## config.mk

```make
export PLATFORM = sky130hd
export DESIGN_NAME = cidgc_bank
export DESIGN_NICKNAME = d
export VERILOG_FILES = /design/src/cidgc_pkg.sv /design/src/cidgc_bank.sv
export VERILOG_INCLUDE_DIRS = /design/src
export SDC_FILE = /design/constraint.sdc
export NUM_CORES = 1
export LEC_CHECK = 0
export BUFFER_PORTS_ARGS = -buffer_cell sky130_fd_sc_hd__buf_2
export CAP_MARGIN = 20
export CORE_ASPECT_RATIO = 1.2
export CORE_MARGIN = 5
export CORE_UTILIZATION = 34
export DETAILED_ROUTE_END_ITERATION = 7
export SLEW_MARGIN = 15
export SYNTH_ARGS = -nofsm -noshare
export SYNTH_HDL_FRONTEND = slang
export SYNTH_SLANG_ARGS = --single-unit
```

## constraint.sdc

```tcl
create_clock -name clk -period 3.19 [get_ports clk]
set_clock_uncertainty 0.05 [all_clocks]
set_input_delay 0.1595 -clock clk [delete_from_list [all_inputs] [get_ports clk]]
set_output_delay 0.1595 -clock clk [all_outputs]
set_load 0.01 [all_outputs]
```

## src/cidgc_defines.svh

```systemverilog
// constants for the caller-id gain configuration bank
// Behaviour
// - low three select bits choose which internal register takes the commit
// - rising edge of select bit 4 copies write data into the chosen register
// - six internal addresses: row, column/mode, two gains, two hysteresis pairs
// - row tolerance low nibble picks accepted row frequency error
// - column tolerance low nibble picks accepted column frequency error
// - column bit 4 selects digit decoder or simple tone detector mode
// - column bit 5 makes a frequency change clear the presence counter
// - column bit 6 makes the absence counter pause instead of count down
// - each gain nibble sets one of four gain stages, valid 0 to 10
// - hysteresis nibbles set four input buffer thresholds
// - global enable gates fsk, alert and dual-tone paths; ring detector stays on
// - in tone-detector mode with dual-tone enabled, group presence bits rise four clocks after in-band energy, once sync stages two and three agree
`ifndef CIDGC_DEFINES_SVH
`define CIDGC_DEFINES_SVH

`define CIDGC_SEL_ROW      3'h0
`define CIDGC_SEL_COL      3'h1
`define CIDGC_SEL_PGA_AF   3'h2
`define CIDGC_SEL_PGA_DT   3'h3
`define CIDGC_SEL_HYS_AD   3'h4
`define CIDGC_SEL_HYS_FL   3'h5
`define CIDGC_SEL_LSB      0
`define CIDGC_SEL_MSB      2
`define CIDGC_COMMIT_BIT   4
`define CIDGC_MODE_BIT     4
`define CIDGC_PT_CLR_BIT   5
`define CIDGC_AT_PAUSE_BIT 6
`define CIDGC_REG_RESET    8'h00
`define CIDGC_GAIN_MAX     4'hA

`endif

```

## src/cidgc_pkg.sv

```systemverilog
// types for the caller-id gain configuration bank
package cidgc_pkg;

  typedef struct packed {
    logic [3:0] row_tol;
    logic [3:0] col_tol;
    logic       tone_det_mode;
    logic       pt_clear_on_change;
    logic       at_pause_on_tone;
  } cidgc_dtmf_cfg_type;

  typedef struct packed {
    logic [3:0] alert_gain;
    logic [3:0] fsk_gain;
    logic [3:0] dtmf_gain_hi;
    logic [3:0] dtmf_gain_lo;
  } cidgc_gain_type;

  typedef struct packed {
    logic [3:0] alert_hysteresis_level;
    logic [3:0] dual_tone_hysteresis_level;
    logic [3:0] fsk_hysteresis_level;
    logic [3:0] fsk_detect_hysteresis_level;
  } cidgc_hyst_type;

  typedef struct packed {
    logic fsk_decoder;
    logic alert_detector;
    logic dual_tone_receiver;
    logic ring_detector;
  } cidgc_enables_type;

endpackage
```

## src/cidgc_bank.sv

```systemverilog
// indirectly addressed caller-id gain and hysteresis configuration bank
`timescale 1ns/1ps
`default_nettype none
`include "cidgc_defines.svh"

module cidgc_bank (
  input  wire logic                        clk,                      // core clock, 250 MHz
  input  wire logic                        rst_n,                    // async reset, active low
  input  wire logic [7:0]                  gain_write_data,          // data register contents
  input  wire logic [7:0]                  gain_write_select_commit, // select and commit register
  input  wire logic                        caller_id_global_enable,  // software global enable
  input  wire logic                        fsk_decoder_enable,       // software fsk enable
  input  wire logic                        alert_detector_enable,    // software alert enable
  input  wire logic                        dual_tone_enable,         // software dual-tone enable
  input  wire logic                        high_group_energy,        // high band energy seen
  input  wire logic                        low_group_energy,         // low band energy seen
  output var  cidgc_pkg::cidgc_dtmf_cfg_type dtmf_cfg,               // tolerance and mode
  output var  cidgc_pkg::cidgc_gain_type   gain_cfg,                 // four gain stage codes
  output var  cidgc_pkg::cidgc_hyst_type   hyst_cfg,                 // four hysteresis codes
  output var  cidgc_pkg::cidgc_enables_type enables,                 // gated block enables
  output logic                             gain_code_invalid,        // a gain nibble above 10
  output logic                             high_group_tone_seen,     // tone mode presence, high
  output logic                             low_group_tone_seen       // tone mode presence, low
);
  import cidgc_pkg::*;

  // ----------------------------------------------------------------
  // reset release
  // ----------------------------------------------------------------
  logic rst_sync1_ff;
  logic rst_sync2_ff;
  logic rst_n_int;

  always_ff @(posedge clk or negedge rst_n) begin
    if (!rst_n) begin
      rst_sync1_ff <= 1'b0;
      rst_sync2_ff <= 1'b0;
    end else begin
      rst_sync1_ff <= 1'b1;
      rst_sync2_ff <= rst_sync1_ff;
    end
  end
  assign rst_n_int = rst_sync2_ff;

  // ----------------------------------------------------------------
  // commit edge detection
  // ----------------------------------------------------------------
  // commit bit is from same-clock cpu logic, so no synchroniser
  logic       commit_q_ff;
  logic       commit_pulse;
  logic [2:0] sel;

  assign sel          = gain_write_select_commit[`CIDGC_SEL_MSB:`CIDGC_SEL_LSB];
  assign commit_pulse = gain_write_select_commit[`CIDGC_COMMIT_BIT] & ~commit_q_ff;

  always_ff @(posedge clk or negedge rst_n_int) begin
    if (!rst_n_int) begin
      commit_q_ff <= 1'b0;
    end else begin
      commit_q_ff <= gain_write_select_commit[`CIDGC_COMMIT_BIT];
    end
  end

  // ----------------------------------------------------------------
  // internal register file
  // ----------------------------------------------------------------
  // no documented reset value; zero picks the tightest tolerances
  logic [7:0] regs_ff [0:5];

  always_ff @(posedge clk or negedge rst_n_int) begin
    if (!rst_n_int) begin
      for (int i = 0; i < 6; i++) begin
        regs_ff[i] <= `CIDGC_REG_RESET;
      end
    end else if (commit_pulse) begin
      if (sel <= `CIDGC_SEL_HYS_FL) begin
        regs_ff[sel] <= gain_write_data;
      end
    end
  end

  // ----------------------------------------------------------------
  // field decode to registered outputs
  // ----------------------------------------------------------------
  function automatic logic gain_bad(input logic [7:0] v);
    gain_bad = (v[7:4] > `CIDGC_GAIN_MAX) || (v[3:0] > `CIDGC_GAIN_MAX);
  endfunction

  always_ff @(posedge clk or negedge rst_n_int) begin
    if (!rst_n_int) begin
      dtmf_cfg          <= '0;
      gain_cfg          <= '0;
      hyst_cfg          <= '0;
      gain_code_invalid <= 1'b0;
    end else begin
      // upper row nibble reserved, so only the low nibble is used
      dtmf_cfg.row_tol            <= regs_ff[`CIDGC_SEL_ROW][3:0];
      dtmf_cfg.col_tol            <= regs_ff[`CIDGC_SEL_COL][3:0];
      dtmf_cfg.tone_det_mode      <= regs_ff[`CIDGC_SEL_COL][`CIDGC_MODE_BIT];
      dtmf_cfg.pt_clear_on_change <= regs_ff[`CIDGC_SEL_COL][`CIDGC_PT_CLR_BIT];
      dtmf_cfg.at_pause_on_tone   <= regs_ff[`CIDGC_SEL_COL][`CIDGC_AT_PAUSE_BIT];
      gain_cfg.alert_gain         <= regs_ff[`CIDGC_SEL_PGA_AF][7:4];
      gain_cfg.fsk_gain           <= regs_ff[`CIDGC_SEL_PGA_AF][3:0];
      gain_cfg.dtmf_gain_hi       <= regs_ff[`CIDGC_SEL_PGA_DT][7:4];
      gain_cfg.dtmf_gain_lo       <= regs_ff[`CIDGC_SEL_PGA_DT][3:0];
      gain_code_invalid           <= gain_bad(regs_ff[`CIDGC_SEL_PGA_AF]) |
                                     gain_bad(regs_ff[`CIDGC_SEL_PGA_DT]);
      hyst_cfg.alert_hysteresis_level      <= regs_ff[`CIDGC_SEL_HYS_AD][7:4];
      hyst_cfg.dual_tone_hysteresis_level  <= regs_ff[`CIDGC_SEL_HYS_AD][3:0];
      hyst_cfg.fsk_hysteresis_level        <= regs_ff[`CIDGC_SEL_HYS_FL][7:4];
      hyst_cfg.fsk_detect_hysteresis_level <= regs_ff[`CIDGC_SEL_HYS_FL][3:0];
    end
  end

  // ----------------------------------------------------------------
  // enable gating
  // ----------------------------------------------------------------
  always_ff @(posedge clk or negedge rst_n_int) begin
    if (!rst_n_int) begin
      enables <= '0;
    end else begin
      enables.fsk_decoder        <= caller_id_global_enable & fsk_decoder_enable;
      enables.alert_detector     <= caller_id_global_enable & alert_detector_enable;
      enables.dual_tone_receiver <= caller_id_global_enable & dual_tone_enable;
      enables.ring_detector      <= 1'b1;
    end
  end

  // ----------------------------------------------------------------
  // tone presence, band energy from analog side
  // ----------------------------------------------------------------
  // three stages; a change counts once stages two and three agree
  logic [2:0] hi_sync_ff;
  logic [2:0] lo_sync_ff;
  logic       tone_on;

  assign tone_on = dtmf_cfg.tone_det_mode & enables.dual_tone_receiver;

  always_ff @(posedge clk or negedge rst_n_int) begin
    if (!rst_n_int) begin
      hi_sync_ff <= 3'h0;
      lo_sync_ff <= 3'h0;
    end else begin
      hi_sync_ff <= {hi_sync_ff[1:0], high_group_energy};
      lo_sync_ff <= {lo_sync_ff[1:0], low_group_energy};
    end
  end

  always_ff @(posedge clk or negedge rst_n_int) begin
    if (!rst_n_int) begin
      high_group_tone_seen <= 1'b0;
      low_group_tone_seen  <= 1'b0;
    end else begin
      if (!tone_on) begin
        high_group_tone_seen <= 1'b0;
      end else if (hi_sync_ff[1] == hi_sync_ff[2]) begin
        high_group_tone_seen <= hi_sync_ff[2];
      end
      if (!tone_on) begin
        low_group_tone_seen <= 1'b0;
      end else if (lo_sync_ff[1] == lo_sync_ff[2]) begin
        low_group_tone_seen <= lo_sync_ff[2];
      end
    end
  end

endmodule
`default_nettype wire

```

==> impl_metrics.json <==
{
  "grt_pass1_vias": 1813,
  "globalRouteTotalUtil_pct": 10.9,
  "fin_area_um2": 4210,
  "fp.coreArea_um2": 9470,
  "synth_cells": 175,
  "stdcell_count": 394,
  "fmax_mhz": 523,
  "cts_tree": "yes",
  "synth_cell_types": 22,
  "nFillCells": 869,
  "placed_cell_area_um2": 3790,
  "hold_path.class": "in -> reg",
  "crit_fanout": 8,
  "crit_path_top_delay_cell": "and3b_1",
  "mostFrequentLayoutCell": "dfrtp_1",
  "synth_top_area_share_pct": 77.7,
  "io_pins": 74,
  "antenna_left": 0,
  "wire_per_inst_um": 15.3,
  "ctsHtreeMaxLevel": 3,
  "synth-seq-cells": 102,
  "finalHoldViolations": 0,
  "status": "complete, no violations",
  "crit_family": "simple AND/OR/NAND/NOR gates",
  "power_leakage_uw": 0.00208,
  "slowest_delay_ps": 550,
  "grt_pass1_wl_um": 9690,
  "report.final.slew_viol_count": 0,
  "vdd_drop_max_mv": 0.268,
  "syn_area_um2": 3290,
  "nets": 290,
  "maxSlewHeadroom_pct": 63.0,
  "layout_common_cells": "101 x dfrtp_1, 69 x buf_2, 34 x mux2_2",
  "ys_top_cells_by_area": "dfrtp_1 78%, mux2_2 12%, mux2_4 3.7%, buf_6 0.69%, a21oi_1 0.61%",
  "placed_cells": 368,
  "die_area_um2": 11700,
  "cts.path.max_buffers": 2,
  "cts_resized": 0,
  "finalCritPeriodShare_pct": 59.9,
  "syn_avg_cell_area_um2": 18.8,
  "clock_tree.root_cell": "clkbuf_16",
  "worstMarginPinSlew_ps": 556,
  "power.density_nw_per_um2": 762,
  "cts_hold_buf": 9,
  "overflow": 0,
  "firstDrtPassIters": 3,
  "cts_setup_buffers": 0,
  "rsz0062_at_grt": "no",
  "die_height_um": 118,
  "fin_util_pct": 44.4,
  "path_clk_slew_ps": 60,
  "grt_max_degree": 87,
  "cp_cell_sequence": "dlygate4sd3_1 > buf_2 > nor3b_2 > and3b_1 > mux2_2",
  "yosys_warnings": 0,
  "diodes": 0,
  "cap_violations": 0,
  "vias": 1708,
  "finalSetupTns_ps": 0,
  "port_buffers": 69,
  "setup_violations": 0,
  "rows": 39,
  "path_class": "in -> reg",
  "seq_area_frac_synth_pct": 77.7,
  "end_kind": "flop",
  "drive_gt1_share_pct": 49.8,
  "critical_path_arrival_ps": 2080,
  "avgViaCountPerCell": 4.34,
  "fin_crit_ps": 1910,
  "crit_buf_inv": 2,
  "antenna_found_initial": 0,
  "dr.first_iter.drc_count": 38,
  "dp.final_hpwl_um": 3940,
  "cp.required_ps": 3360,
  "drcViolationCount": 0,
  "initial_utilization_pct": 34.7,
  "syn2layout_area_growth_pct": 27.9,
  "clkSinkCount": 102,
  "worstSetupStartpointType": "primary input",
  "wl_um": 6030,
  "gp_congestion": 0.686,
  "die_w_um": 99.8,
  "synth_largest_area_cell": "dfrtp_1",
  "clk_latency_ps": 340,
  "cts_buffers": 9
}
## stage by stage
stage / total power [uW] / hold WS [ps] / worst slack [ps]
after CTS: 3250 / 8.05 / 1260
after floorplan: 1920 / -186 / 88.3
after detailed placement: 2140 / -104 / 1330
final: 3210 / 17.5 / 1280
after global routing: 3370 / 25.7 / 1140
after global placement: 2130 / -106 / 1380
## power breakdown
part	leakage [uW]	switching (uW)	internal, uW
Sequential	0.00125	123	1560
Combinational	0.000678	196	234
Clock	0.000152	447	647
Total	0.00208	765	2440
## synth_stat cells
master,n
a21o_1,2
a21oi_1,4
a22oi_1,1
and2_1,3
and3b_1,1
buf_6,2
conb_1,1
dfrtp_1,102
inv_1,2
mux2_1,1
mux2_2,34
mux2_4,8
nand2_1,4
nand3_2,1
nand3b_2,1
nand3b_4,1
nor2_1,1
nor3b_2,1
nor3b_4,1
o21ai_0,2
o221ai_1,1
or3_1,1
## layer usage
layer  part of all wire [%]  routed length, um  up-vias  GRT usage [%]
met4                    2.4                142        0           6.15
met2                     49               2960       50           16.5
met3                    5.4                323        9           2.49
li1                       -                  -      781              -
met5                      0                  0        -              0
met1                     43               2600      868           14.4
## flip-flops by register name, indices dropped and copies added, names as in the netlist, 3 cells and up
register    cells
enables         4
hi_sync_ff      3
gain_cfg       16
lo_sync_ff      3
hyst_cfg       16
dtmf_cfg       11
regs_ff        43
## cell type report
type | count | area, um^2 | area share [%]
flip-flops and latches | 102 | 2560 | 60.8
repair buffers | 81 | 478 | 11.4
well taps | 123 | 154 | 3.66
inverters | 2 | 7.51 | 0.179
multi-input cells | 70 | 708 | 16.8
clock inverters | 4 | 45.0 | 1.07
clock buffers | 12 | 256 | 6.10
## worst paths after layout
check | cells past startpoint | slack [ps] | start | to
hold reg to reg | 0 | 250 | rst_n_int | regs_ff[3]
hold / removal | 2 | 20 | caller_id_global_enable | enables[2]
max in group asynchronous | 2 | 2070 | rst_n_int | regs_ff[40]
setup / recovery | 5 | 1280 | gain_write_select_commit[4] | regs_ff[10]
setup reg to reg | 3 | 1350 | commit_q_ff | regs_ff[10]
min in group asynchronous | 2 | 70 | rst_n | rst_n_int
## kinds of logic after synthesis
logic type	after synthesis	synth area share, %
AND/OR/NAND/NOR	15	3.81
flip-flops	102	77.7
other	1	0.114
buffers and inverters	4	0.914
AO/OA/AOI/OAI	10	1.87
multiplexers	43	15.6
Power figures use the tool's default switching activity.
